[src/verilog/adsc_pkg.sv]
`default_nettype none
package adsc_pkg;
	// ------------------------------------------------------------
	// Register offsets
	// ------------------------------------------------------------
	localparam logic [7:0] ADDR_STATUS = 8'h01;
	localparam logic [7:0] ADDR_DRATE = 8'h04;
	localparam logic [7:0] ADDR_REFCTL = 8'h05;
	localparam logic [7:0] ADDR_SYSCTL = 8'h09;
	localparam logic [7:0] ADDR_OFC_LO = 8'h0a;
	localparam logic [7:0] ADDR_OFC_HI = 8'h0b;
	localparam logic [7:0] ADDR_FSC_LO = 8'h0c;
	localparam logic [7:0] ADDR_FSC_HI = 8'h0d;
	localparam logic [7:0] ADDR_GPIO_VAL = 8'h10;
	localparam logic [7:0] ADDR_GPIO_CFG = 8'h11;
	localparam logic [7:0] ADDR_DATA_LO = 8'h12;
	localparam logic [7:0] ADDR_DATA_HI = 8'h13;
	localparam logic [7:0] ADDR_CMD = 8'h14;
	// ------------------------------------------------------------
	// Field positions
	// ------------------------------------------------------------
	localparam int BIT_POR = 7;
	localparam int BIT_RDY_N = 6;
	localparam int BIT_LOW_REF = 0;
	localparam int BIT_MODE = 5;
	localparam int BIT_EXT_CLK = 6;
	localparam int BIT_REF_MON_EN = 7;
	localparam int POS_MON_SEL = 5;
	localparam int POS_CAL_AVG = 3;
	// ------------------------------------------------------------
	// Reset values
	// ------------------------------------------------------------
	localparam logic [7:0] RST_DRATE = 8'h14;
	localparam logic [7:0] RST_REFCTL = 8'h00;
	localparam logic [7:0] RST_SYSCTL = 8'h10;
	localparam logic [7:0] RST_GPIO_VAL = 8'h00;
	localparam logic [7:0] RST_GPIO_CFG = 8'h00;
	localparam logic [15:0] RST_OFC = 16'h0000;
	localparam logic [15:0] RST_FSC = 16'h4000;
	// ------------------------------------------------------------
	// Calibration constants
	// ------------------------------------------------------------
	localparam logic [2:0] MON_SELF_OFFSET = 3'h1;
	localparam logic [29:0] GAIN_TARGET = 30'h1fffc000;
	localparam int GAIN_SHIFT = 14;
	localparam logic [15:0] POS_LIMIT = 16'h7fff;
	localparam logic [15:0] NEG_LIMIT = 16'h8000;
	// ------------------------------------------------------------
	// Cycle counts
	// ------------------------------------------------------------
	localparam logic [15:0] CONV_CYCLES = 16'h0040;
	localparam logic [7:0] READY_CYCLES = 8'h10;
	// ------------------------------------------------------------
	// Commands written to the command register
	// ------------------------------------------------------------
	localparam logic [7:0] CMD_RESUME = 8'h02;
	localparam logic [7:0] CMD_SLEEP = 8'h04;
	localparam logic [7:0] CMD_RESET = 8'h06;
	localparam logic [7:0] CMD_START = 8'h08;
	localparam logic [7:0] CMD_STOP = 8'h0a;
	localparam logic [7:0] CMD_SYS_OFFSET_CAL = 8'h16;
	localparam logic [7:0] CMD_SYS_GAIN_CAL = 8'h17;
	localparam logic [7:0] CMD_SELF_OFFSET_CAL = 8'h19;

	typedef enum {ST_STBY, ST_CONV, ST_CAL, ST_PDOWN} adsc_state_type;
	typedef enum logic [1:0] {CAL_SELF_OFS, CAL_SYS_OFS, CAL_SYS_GAIN} adsc_cal_type;

	typedef struct packed {
		logic power_on_flag;
		logic ready_n;
		logic [4:0] reserved;
		logic low_ref_flag;
	} adsc_status_type;
endpackage
`default_nettype wire

[src/verilog/adsc_core.sv]
`timescale 1ns/1ps
`default_nettype none
module adsc_core
	import adsc_pkg::*;
(
	input wire logic clk,
	input wire logic rst_n,
	input wire logic [7:0] reg_addr,
	input wire logic [7:0] reg_wdata,
	input wire logic reg_wr,
	input wire logic reg_rd,
	output logic [7:0] reg_rdata,
	input wire logic reset_pin_n,
	input wire logic start_pin,
	input wire logic ref_low_in,
	input wire logic [15:0] filter_data,
	input wire logic [3:0] gpio_in,
	output logic [3:0] gpio_out,
	output logic [3:0] gpio_oe,
	output logic [3:0] gpio_func,
	output logic conversion_done_n,
	output logic [15:0] conv_data,
	output logic [2:0] monitor_select,
	output logic ext_clk_select,
	output logic converting,
	output logic powered_down
);
	// ------------------------------------------------------------
	// Pin synchronisers
	// ------------------------------------------------------------
	logic [6:0] sync1_r, sync2_r;
	logic rst_pin_s, start_s, ref_low_s;
	logic [3:0] gpio_s;

	always_ff @(posedge clk or negedge rst_n) begin
		if (!rst_n) begin
			// Trigger bit idles low so release of reset shows no false edge
			sync1_r <= 7'h01;
			sync2_r <= 7'h01;
		end else begin
			sync1_r <= {gpio_in, ref_low_in, start_pin, reset_pin_n};
			sync2_r <= sync1_r;
		end
	end
	assign rst_pin_s = sync2_r[0];
	assign start_s = sync2_r[1];
	assign ref_low_s = sync2_r[2];
	assign gpio_s = sync2_r[6:3];

	// ------------------------------------------------------------
	// Control and register state
	// ------------------------------------------------------------
	adsc_state_type state_r, state_nxt;
	adsc_cal_type cal_kind_r, cal_kind_nxt;
	adsc_status_type status_r, status_nxt;
	logic [15:0] timer_r, timer_nxt;
	logic [7:0] rdy_cnt_r, rdy_cnt_nxt;
	logic [7:0] drate_r, drate_nxt, refctl_r, refctl_nxt, sysctl_r, sysctl_nxt;
	logic [7:0] gval_r, gval_nxt, gcfg_r, gcfg_nxt, rdata_r, rdata_nxt;
	logic [15:0] ofc_r, ofc_nxt, fsc_r, fsc_nxt, data_r, data_nxt;
	logic [19:0] acc_r, acc_nxt;
	logic [4:0] cal_cnt_r, cal_cnt_nxt;
	logic done_n_r, done_n_nxt, fault_r, fault_nxt, stop_pend_r, stop_pend_nxt;
	logic start_d_r;

	// ------------------------------------------------------------
	// Calibration datapath
	// ------------------------------------------------------------
	logic signed [16:0] diff;
	logic signed [33:0] prod;
	logic signed [33:0] scaled;
	logic [15:0] cal_out;
	logic [4:0] avg_n;
	logic [2:0] avg_sh;
	logic signed [19:0] acc_sum;
	logic [15:0] avg_val;
	logic signed [16:0] gain_div;
	logic [29:0] gain_q;
	logic [15:0] gain_new;
	logic [3:0] gpio_rd;

	always_comb begin
		diff = $signed({filter_data[15], filter_data}) - $signed({ofc_r[15], ofc_r});
		prod = diff * $signed({1'b0, fsc_r});
		scaled = prod >>> GAIN_SHIFT;
		if (scaled > $signed({18'h00000, POS_LIMIT})) begin
			cal_out = POS_LIMIT;
		end else if (scaled < -$signed({18'h00000, NEG_LIMIT})) begin
			cal_out = NEG_LIMIT;
		end else begin
			cal_out = scaled[15:0];
		end
	end

	always_comb begin
		case (sysctl_r[POS_CAL_AVG +: 2])
			2'h0: begin
				avg_n = 5'h01;
				avg_sh = 3'h0;
			end
			2'h1: begin
				avg_n = 5'h04;
				avg_sh = 3'h2;
			end
			2'h2: begin
				avg_n = 5'h08;
				avg_sh = 3'h3;
			end
			default: begin
				avg_n = 5'h10;
				avg_sh = 3'h4;
			end
		endcase
		acc_sum = $signed(acc_r) + $signed({{4{filter_data[15]}}, filter_data});
		avg_val = 16'(acc_sum >>> avg_sh);
		gain_div = $signed({avg_val[15], avg_val}) - $signed({ofc_r[15], ofc_r});
		// Non-positive span would divide by zero, so the old word is kept
		gain_q = (gain_div > 0) ? GAIN_TARGET / 30'(gain_div) : {14'h0000, fsc_r};
		gain_new = (gain_q[29:16] != 14'h0000) ? 16'hffff : gain_q[15:0];
	end

	// ------------------------------------------------------------
	// GPIO
	// ------------------------------------------------------------
	genvar gi;
	generate
		for (gi = 0; gi < 4; gi++) begin : g_gpio
			// Direction bit high selects input
			assign gpio_oe[gi] = gcfg_r[gi] & ~gval_r[4 + gi];
			assign gpio_out[gi] = gval_r[gi];
			assign gpio_rd[gi] = gval_r[4 + gi] ? gpio_s[gi] : gval_r[gi];
		end
	endgenerate
	assign gpio_func = gcfg_r[3:0];

	// ------------------------------------------------------------
	// Next-state logic
	// ------------------------------------------------------------
	logic wr_cmd, soft_rst, start_ev, cal_ev, conv_end;

	always_comb begin
		state_nxt = state_r;
		cal_kind_nxt = cal_kind_r;
		status_nxt = status_r;
		timer_nxt = timer_r;
		rdy_cnt_nxt = rdy_cnt_r;
		drate_nxt = drate_r;
		refctl_nxt = refctl_r;
		sysctl_nxt = sysctl_r;
		gval_nxt = gval_r;
		gcfg_nxt = gcfg_r;
		ofc_nxt = ofc_r;
		fsc_nxt = fsc_r;
		data_nxt = data_r;
		acc_nxt = acc_r;
		cal_cnt_nxt = cal_cnt_r;
		done_n_nxt = done_n_r;
		fault_nxt = fault_r;
		stop_pend_nxt = stop_pend_r;
		rdata_nxt = 8'h00;

		wr_cmd = reg_wr && reg_addr == ADDR_CMD;
		soft_rst = !rst_pin_s || (wr_cmd && reg_wdata == CMD_RESET && state_r != ST_PDOWN);
		start_ev = (start_s && !start_d_r) || (wr_cmd && reg_wdata == CMD_START);
		cal_ev = wr_cmd && (reg_wdata == CMD_SELF_OFFSET_CAL ||
			reg_wdata == CMD_SYS_OFFSET_CAL || reg_wdata == CMD_SYS_GAIN_CAL);
		conv_end = timer_r == 16'h0001;

		// Ready flag counts down while the map is being rebuilt
		if (rdy_cnt_r != 8'h00) begin
			rdy_cnt_nxt = rdy_cnt_r - 8'h01;
		end
		status_nxt.ready_n = rdy_cnt_r != 8'h00;

		// Register reads, data one cycle later
		if (reg_rd) begin
			case (reg_addr)
				ADDR_STATUS: rdata_nxt = status_r;
				ADDR_DRATE: rdata_nxt = drate_r;
				ADDR_REFCTL: rdata_nxt = refctl_r;
				ADDR_SYSCTL: rdata_nxt = sysctl_r;
				ADDR_OFC_LO: rdata_nxt = ofc_r[7:0];
				ADDR_OFC_HI: rdata_nxt = ofc_r[15:8];
				ADDR_FSC_LO: rdata_nxt = fsc_r[7:0];
				ADDR_FSC_HI: rdata_nxt = fsc_r[15:8];
				ADDR_GPIO_VAL: rdata_nxt = {gval_r[7:4], gpio_rd};
				ADDR_GPIO_CFG: rdata_nxt = gcfg_r;
				ADDR_DATA_LO: rdata_nxt = data_r[7:0];
				ADDR_DATA_HI: rdata_nxt = data_r[15:8];
				default: rdata_nxt = 8'h00;
			endcase
		end

		// Register writes; power-down ignores them until resume
		if (reg_wr && state_r != ST_PDOWN) begin
			case (reg_addr)
				ADDR_STATUS: begin
					if (!reg_wdata[BIT_POR]) begin
						status_nxt.power_on_flag = 1'b0;
					end
				end
				ADDR_DRATE: drate_nxt = reg_wdata;
				ADDR_REFCTL: refctl_nxt = reg_wdata;
				ADDR_SYSCTL: sysctl_nxt = reg_wdata;
				ADDR_OFC_LO: ofc_nxt[7:0] = reg_wdata;
				ADDR_OFC_HI: ofc_nxt[15:8] = reg_wdata;
				ADDR_FSC_LO: fsc_nxt[7:0] = reg_wdata;
				ADDR_FSC_HI: fsc_nxt[15:8] = reg_wdata;
				ADDR_GPIO_VAL: gval_nxt = reg_wdata;
				ADDR_GPIO_CFG: gcfg_nxt = {4'h0, reg_wdata[3:0]};
				default: ;
			endcase
		end

		// Fault seen in any cycle of the conversion but the last is kept
		if (refctl_r[BIT_REF_MON_EN] && ref_low_s && state_r != ST_STBY && state_r != ST_PDOWN) begin
			fault_nxt = 1'b1;
		end
		if (timer_r != 16'h0000) begin
			timer_nxt = timer_r - 16'h0001;
		end
		if (wr_cmd && reg_wdata == CMD_STOP) begin
			stop_pend_nxt = 1'b1;
		end

		case (state_r)
			ST_STBY: begin
				if (start_ev) begin
					state_nxt = ST_CONV;
				end
			end
			ST_CONV: begin
				if (conv_end) begin
					data_nxt = cal_out;
					done_n_nxt = 1'b0;
					status_nxt.low_ref_flag = fault_r;
					fault_nxt = 1'b0;
					timer_nxt = CONV_CYCLES;
					// Single-shot, a pending stop or a low start pin ends the run after the ongoing conversion
					if (drate_r[BIT_MODE] || stop_pend_r || !start_s) begin
						state_nxt = ST_STBY;
						timer_nxt = 16'h0000;
						stop_pend_nxt = 1'b0;
					end else begin
						done_n_nxt = 1'b0;
					end
				end else if (timer_r == CONV_CYCLES - 16'h0004) begin
					done_n_nxt = 1'b1;
				end
				if (cal_ev) begin
					state_nxt = ST_CAL;
					cal_kind_nxt = (reg_wdata == CMD_SELF_OFFSET_CAL) ? CAL_SELF_OFS :
						(reg_wdata == CMD_SYS_OFFSET_CAL) ? CAL_SYS_OFS : CAL_SYS_GAIN;
					cal_cnt_nxt = 5'h00;
					acc_nxt = 20'h00000;
					timer_nxt = CONV_CYCLES;
					done_n_nxt = 1'b1;
				end
			end
			ST_CAL: begin
				if (conv_end) begin
					acc_nxt = acc_sum;
					cal_cnt_nxt = cal_cnt_r + 5'h01;
					timer_nxt = CONV_CYCLES;
					if (cal_cnt_r + 5'h01 == avg_n) begin
						if (cal_kind_r == CAL_SYS_GAIN) begin
							fsc_nxt = gain_new;
						end else begin
							ofc_nxt = avg_val;
						end
						state_nxt = ST_CONV;
						fault_nxt = 1'b0;
					end
				end
			end
			ST_PDOWN: begin
				if (wr_cmd && reg_wdata == CMD_RESUME) begin
					state_nxt = ST_STBY;
				end
			end
			default: state_nxt = ST_STBY;
		endcase

		// Restart beats the state machine outside power-down; a cal command in standby, sleep and reset still win over it
		if (start_ev && state_r != ST_PDOWN) begin
			state_nxt = ST_CONV;
			timer_nxt = CONV_CYCLES;
			fault_nxt = 1'b0;
			done_n_nxt = 1'b1;
			stop_pend_nxt = 1'b0;
		end
		if (state_r == ST_STBY && cal_ev) begin
			state_nxt = ST_STBY;
		end
		if (wr_cmd && reg_wdata == CMD_SLEEP && state_r != ST_PDOWN) begin
			state_nxt = ST_PDOWN;
			timer_nxt = 16'h0000;
			stop_pend_nxt = 1'b0;
		end

		if (soft_rst) begin
			state_nxt = ST_STBY;
			drate_nxt = RST_DRATE;
			refctl_nxt = RST_REFCTL;
			sysctl_nxt = RST_SYSCTL;
			gval_nxt = RST_GPIO_VAL;
			gcfg_nxt = RST_GPIO_CFG;
			ofc_nxt = RST_OFC;
			fsc_nxt = RST_FSC;
			timer_nxt = 16'h0000;
			done_n_nxt = 1'b1;
			fault_nxt = 1'b0;
			stop_pend_nxt = 1'b0;
			rdy_cnt_nxt = READY_CYCLES;
			status_nxt.ready_n = 1'b1;
			status_nxt.low_ref_flag = 1'b0;
		end
	end

	// ------------------------------------------------------------
	// State registers
	// ------------------------------------------------------------
	always_ff @(posedge clk or negedge rst_n) begin
		if (!rst_n) begin
			state_r <= ST_STBY;
			cal_kind_r <= CAL_SELF_OFS;
			status_r <= '{power_on_flag: 1'b1, ready_n: 1'b1, reserved: 5'h00,
				low_ref_flag: 1'b0};
			timer_r <= 16'h0000;
			rdy_cnt_r <= READY_CYCLES;
			drate_r <= RST_DRATE;
			refctl_r <= RST_REFCTL;
			sysctl_r <= RST_SYSCTL;
			gval_r <= RST_GPIO_VAL;
			gcfg_r <= RST_GPIO_CFG;
			ofc_r <= RST_OFC;
			fsc_r <= RST_FSC;
			data_r <= 16'h0000;
			acc_r <= 20'h00000;
			cal_cnt_r <= 5'h00;
			done_n_r <= 1'b1;
			fault_r <= 1'b0;
			stop_pend_r <= 1'b0;
			rdata_r <= 8'h00;
			start_d_r <= 1'b0;
		end else begin
			state_r <= state_nxt;
			cal_kind_r <= cal_kind_nxt;
			status_r <= status_nxt;
			timer_r <= timer_nxt;
			rdy_cnt_r <= rdy_cnt_nxt;
			drate_r <= drate_nxt;
			refctl_r <= refctl_nxt;
			sysctl_r <= sysctl_nxt;
			gval_r <= gval_nxt;
			gcfg_r <= gcfg_nxt;
			ofc_r <= ofc_nxt;
			fsc_r <= fsc_nxt;
			data_r <= data_nxt;
			acc_r <= acc_nxt;
			cal_cnt_r <= cal_cnt_nxt;
			done_n_r <= done_n_nxt;
			fault_r <= fault_nxt;
			stop_pend_r <= stop_pend_nxt;
			rdata_r <= rdata_nxt;
			start_d_r <= start_s;
		end
	end

	// ------------------------------------------------------------
	// Outputs
	// ------------------------------------------------------------
	assign reg_rdata = rdata_r;
	assign conversion_done_n = done_n_r;
	assign conv_data = data_r;
	assign monitor_select = (state_r == ST_CAL && cal_kind_r == CAL_SELF_OFS) ?
		MON_SELF_OFFSET : sysctl_r[POS_MON_SEL +: 3];
	assign ext_clk_select = drate_r[BIT_EXT_CLK];
	assign converting = state_r == ST_CONV || state_r == ST_CAL;
	assign powered_down = state_r == ST_PDOWN;
endmodule // adsc_core
`default_nettype wire

[config.mk]
export PLATFORM = sky130hd
export DESIGN_NAME = adsc_core
export DESIGN_NICKNAME = d
export VERILOG_FILES = /design/src/verilog/adsc_pkg.sv /design/src/verilog/adsc_core.sv
export SDC_FILE = /design/constraint.sdc
export NUM_CORES = 2
export LEC_CHECK = 0
export BUFFER_PORTS_ARGS = -buffer_cell sky130_fd_sc_hd__buf_4
export CAP_MARGIN = 20
export CORE_MARGIN = 2
export CORE_UTILIZATION = 35
export CTS_BUF_LIST = sky130_fd_sc_hd__clkbuf_2 sky130_fd_sc_hd__clkbuf_4 sky130_fd_sc_hd__clkbuf_8
export DETAILED_ROUTE_END_ITERATION = 16
export PLACE_DENSITY = 0.59
export SLEW_MARGIN = 20
export SYNTH_ARGS = -nofsm -noshare
export SYNTH_HDL_FRONTEND = slang
export SYNTH_SLANG_ARGS = --single-unit
export TNS_END_PERCENT = 5
[constraint.sdc]
create_clock -name clk -period 85.6 [get_ports clk]
set_clock_uncertainty 0.2 [all_clocks]
set_input_delay 17.12 -clock clk [delete_from_list [all_inputs] [get_ports clk]]
set_output_delay 17.12 -clock clk [all_outputs]
set_load 0.01 [all_outputs]
* Yosys cells after proc, flatten, opt, wreduce, memory -nomap -nowiden
Index checks and enable logic that the tools add are counted.
Storage, ports and cells: register bits after elaboration 200, bits in latches 0, bits in writable memories 0, bits in read-only memories 0, input port bits 43, output and inout port bits 43, word-level logic and storage cells 246, memories kept 0
Cells by class: $add $sub $neg 6, multipliers 1, divide/modulo/power cells 1, $lt $le $gt $ge 3, eq/ne operators 43, shift-type cells 1, muxes and demuxes 99, bitwise operators 9, reductions and logical operators 59
Operators with widths (count):
- 2-to-1 mux 16 bit | 22
- 2-to-1 mux 32 bit | 11
- 2-to-1 mux 8 bit | 22
- one-hot mux 32 bit (4 select lines) | 1
- equality test 32 x 2 -> 1 bit, second input constant | 3
- one-hot mux 8 bit (12 select lines) | 1
- equality test 32 x 3 -> 1 bit, second input constant | 2
- equality test 8 x 5 -> 1 bit, second input constant | 8
- zero test 32 bit | 2
- equality test 8 x 4 -> 1 bit, second input constant | 7
- 2-to-1 mux 20 bit | 2
- one-hot mux 20 bit (2 select lines) | 1
- multiplier 17 x 17 -> 34 bit | 1
- subtractor 16 x 16 -> 17 bit | 2
- equality test 32 x 1 -> 1 bit, second input constant | 1
- equality test 8 x 3 -> 1 bit, second input constant | 4
- != test 32 x 3 -> 1 bit, second input constant | 1
- one-hot mux 16 bit (2 select lines) | 1
- nonzero test 32 bit | 1
- divider 29 x 30 -> 30 bit, first input constant | 1
- 2-to-1 mux 30 bit | 1
- 2-to-1 mux 1 bit | 27
- != test 6 bit, second input constant | 4
- != test 7 bit, second input constant | 3
- 39 further kinds | 93

* Logic depth before layout (Yosys ltp)
word-level depth 13, gate-level depth with buffers 338, depth with buffers taken out 307

* Least setup slack after synthesis
Ideal clock, no wire load.
path type input to register, start input filter_data[0], end register fsc_r[0], library setup time 82 ps, arrival time 83025 ps, required time 85318 ps, slack 2293 ps, cell stages on the path 309, buffers on the path 39, cell sequence ha_1 fa_1 a21o_1 a21oi_1 o21a_1 o31a_1 a21oi_1 a21o_1 a211oi_1 nor3_1 a222oi_1 o21ai_0 mux2_2 ha_1 buf_2 a21o_1 a21o_1 or4b_1 [273 not listed] a21oi_1 nor2_1 a31o_2 o41a_1 a21o_1 buf_2 clkbuf_1 mux2_2 ha_1 nand4_1 or2_2 o41ai_1 o21bai_1 a21oi_1 a211oi_1 o21ai_0 a21oi_1 a31oi_1
Between the ends: word-level cells in the longest chain between the ends 12, elaborated cells on any way between the ends 14, classes of those cells add/sub: 2; div: 1; order compare: 1; eq/ne: 1; shift: 1; mux: 7; reduce/logical: 1
Ends and longest elaborated chain:
- start: declaration | RTL line adsc_core.sv:16 | input wire logic [15:0] filter_data,
- adder 20 x 16 -> 20 bit * | RTL line adsc_core.sv:114 | acc_sum = $signed(acc_r) + $signed({{4{filter_data[15]}}, filter_data});
- >>> shifter 20 x 3 -> 16 bit * | RTL line adsc_core.sv:115 | avg_val = 16'(acc_sum >>> avg_sh);
- subtractor 16 x 16 -> 17 bit * | RTL line adsc_core.sv:116 | gain_div = $signed({avg_val[15], avg_val}) - $signed({ofc_r[15], ofc_r});
- divider 29 x 30 -> 30 bit or > comparator 17 x 1 -> 1 bit (tied branches) | RTL line adsc_core.sv:118 | gain_q = (gain_div > 0) ? GAIN_TARGET / 30'(gain_div) : {14'h0000, fsc_r};
- 2-to-1 mux 30 bit | RTL line adsc_core.sv:118
- nonzero test 14 bit | RTL line adsc_core.sv:119 | gain_new = (gain_q[29:16] != 14'h0000) ? 16'hffff : gain_q[15:0];
- 2-to-1 mux 16 bit | RTL line adsc_core.sv:119
- 2-to-1 mux 16 bit | RTL line adsc_core.sv:266 | if (cal_kind_r == CAL_SYS_GAIN) begin
- 2-to-1 mux 16 bit | RTL line adsc_core.sv:265 | if (cal_cnt_r + 5'h01 == avg_n) begin
- 2-to-1 mux 16 bit | RTL line adsc_core.sv:261 | if (conv_end) begin
- 2-to-1 mux 16 bit | RTL line adsc_core.sv:226 | case (state_r)
- 2-to-1 mux 16 bit | RTL line adsc_core.sv:301 | if (soft_rst) begin
- end signal: assignment | RTL line adsc_core.sv:358 | fsc_r <= fsc_nxt;
- end: declaration | RTL line adsc_core.sv:60 | logic [15:0] ofc_r, ofc_nxt, fsc_r, fsc_nxt, data_r, data_nxt;
Mark *: on every way between the ends. The rest lies on a longest branch, timed or not. The select of a mux whose other input is x is not followed. A chain may end at the register's enable or synchronous reset.

* Worst setup path in the final report
Ends and elaborated chain as after synthesis.

==> results.yml <==
route:
  drt.antenna.violating_nets: 0
  drcViolationCount: 0
  vias_per_cell: 5.96
  drt_iter0_drc: 4718
  wl_per_cell_um: 22.5
  routed_wl_um: 184000
  routed-via-count: 48800
  dr.pass1.iters: 6
global_routing:
  grt_pass1_vias: 46400
  track_usage: 0.258
  antenna_found_initial: 4
  grt_max_degree: 89
  grt-ovfl-total: 0
  grt_pass1_wl_um: 279000
die:
  pin_count: 86
  initial_core_util: 0.353
  die_h_um: 371
  die_area_mm2: 0.138
  coreArea_mm2: 0.134
  row_count: 134
  chipWidth_um: 371
yosys:
  synth_top_area_share: 0.157
  synthDistinctLibCells: 110
  syn_area_per_cell_um2: 7.50
  yosys.cell_count.top_type: "nand2_1"
  netlist_area_mm2: 0.0472
  ys_warn_count: 0
  synth-seq-cells: 166
  synthTopCellsByArea: "ha_1 (16%), fa_1 (12%), dfrtp_1 (8.3%)"
  yosys.area.top_type: "ha_1"
  synth-main-ff-cell: "dfrtp_1"
  synth-edff-count: 0
  synthCells: 6291
  async_reset_ff_frac: 1.00
  synth_nets: 7205
  yosysSeqAreaShare: 0.0883
  synth.top_cells.by_count: "nand2_1 (727), ha_1 (591), nor2_1 (539), inv_1 (497), a21oi_1 (491)"
worst_hold_path:
  hp-class: "reg -> reg"
sta:
  hold_viol_final: 0
  final-max-slew-violation-count: 0
  tns_ns: 0
  relSlewSlack: 0.231
  timing.fmax_ghz: 0.0121
  setup_viol_count_final: 0
  worst_pin_slew_ns: 1.15
  min_period_over_period: 0.962
  min_period_ns: 82.33
finish:
  fillers: 13800
  nets: 7315
  area_delta_synth_final_pct: 10.7
  drive_gt1_frac: 0.109
critical_path:
  cpMostUsedCell: "ha_1"
  start_kind: "input pin"
  arrival_ns: 82.59
  max_stage_delay_ns: 0.56
  worstSetupPathType: "in -> reg"
  cp_max_fo: 23
  crit_slowest_cell: "or4_1"
  required_ns: 85.86
  crit_path_end_kind: "flip-flop"
clock_tree:
  path_clk_slew_ns: 0.15
  cts_buffer_depth: 2
  ctsHoldBuffers: 0
  cts_sinks: 166
  clock-root-buffer: "clkbuf_8"
  tritoncts: "yes"
  cts_made_buffers: 17
  htree_num_levels: 4
  clock_latency_ns: 0.53
place:
  gp_congestion: 1.01
  numPortBuffers: 85
  hpwl_um: 145000
flow_run:
  max-cap-violations: 0
status:
  outcome: "completed"
[logic make-up (layout without fill, tap and decap cells)]
kind of cell	count (synthesis)	in the layout	synth area share
other cells	1	4	0.0000795
compound gates	1842	1843	0.259
flops	166	166	0.0883
buf+inv	741	863	0.0606
fa+ha+maj	871	871	0.276
mux	132	132	0.0309
simple gates	2136	2136	0.211
xor+xnor	402	402	0.0748
[registers in the layout (all words and copies together), names as in the netlist, 2 cells and up]
signal / flops
acc_r: 20
conv_data: 16
fsc_r: 16
ofc_r: 16
timer_r: 16
drate_r: 8
gval_r: 8
rdy_cnt_r: 8
refctl_r: 8
reg_rdata: 8
sysctl_r: 8
sync1_r: 7
sync2_r: 7
cal_cnt_r: 5
gcfg_r: 4
status_r: 3
cal_kind_r: 2
state_r: 2
[worst max-delay path: cells and delay by family]
| kind | cells | cell delay (ns) |
|---|---|---|
| buffers and inverters | 24 | 4.39 |
| xor gates and xnor gates | 2 | 0.41 |
| and+or+nand+nor | 80 | 15.01 |
| adders and majority gates | 31 | 9.95 |
| AOI/OAI and AO/OA | 156 | 34.06 |
| muxes | 5 | 1.60 |
[cells in the final DEF, fill, tap and decap left out, types with 20 or more instances in the layout]
cell	count
a31o_2	21
o21ai_0	292
nor4_1	30
o211ai_1	43
a21oi_2	25
buf_4	322
inv_1	497
o31ai_1	48
o22ai_1	25
xnor2_1	263
a32o_1	20
a22oi_1	30
nand2b_1	55
a31oi_1	83
nand2_1	721
a21oi_1	468
a21o_1	177
o21ai_1	34
or2_2	31
o21a_1	88
mux2i_1	47
nor2_1	527
ha_1	587
dfrtp_1	156
fa_1	279
nand4_1	48
nor2b_1	72
a211oi_1	79
nor3_1	141
a211o_1	22
xor2_1	136
mux2_2	80
and2_1	137
o21bai_1	74
nand3_1	170
or3_1	62
and3_1	41
[per-layer routing]
metal  GRT usage  wire [um]  vias to the layer above
li1            -          -                    22700
met1       0.371      83000                    23700
met2       0.404      79700                     2118
met3      0.0319      15400                      310
met4      0.0743       5810                        2
met5           0         11                        -
[repair_timing]
action	CTS	global route
pin swaps	0	16
setup endpoints to repair	1	3
cloned	0	1
resized for setup	11	158
endpoints found under the hold margin	0	0
setup buffers	0	11
[path summary, 6_finish.rpt]
kind,start,end,slack [ns],cells after the start
setup / recovery,filter_data[0],fsc_r[0]$_DFFE_PN0P_,3.27,298
hold / removal,sync1_r[6]$_DFF_PN0_,sync2_r[6]$_DFF_PN0_,0.16,0
setup reg to reg,acc_r[0]$_DFFE_PN0P_,fsc_r[0]$_DFFE_PN0P_,19.65,297
hold reg to reg,sync1_r[6]$_DFF_PN0_,sync2_r[6]$_DFF_PN0_,0.16,0
max in group asynchronous,rst_n,drate_r[4]$_DFFE_PN1P_,67.26,3
min in group asynchronous,rst_n,acc_r[14]$_DFFE_PN0P_,16.49,1
[per-stage QoR]
step / area (um2) / util / hold WS [ns] / instances / setup slack, ns
after CTS: 51400 / 0.385 / 0.163 / 8170 / 0.0870
after global routing: 52200 / 0.391 / 0.179 / 8183 / -0.239
after detailed placement: 51000 / 0.382 / 0.137 / 8138 / -1.84
final: 52200 / 0.391 / 0.158 / 8185 / 3.27
after floorplan: 47200 / - / 0.131 / 6291 / 2.29
after global placement: 51000 / 0.381 / 0.132 / 8137 / -1.03
[area by class of cell]
| type | count | area [um2] | area share |
|---|---|---|---|
| clock buffer | 17 | 234 | 0.00448 |
| timing repair buffer | 331 | 2550 | 0.0488 |
| inverter | 500 | 1880 | 0.0360 |
| antenna | 3 | 7.51 | 0.000144 |
| tap | 1768 | 2210 | 0.0424 |
| multi-input combinational | 5385 | 41000 | 0.785 |
| clock inverter | 15 | 183 | 0.00350 |
| sequential | 166 | 4170 | 0.0798 |
Power is not shown: default switching activity piles up to over one toggle a cycle in this logic, so the estimate is an artifact.
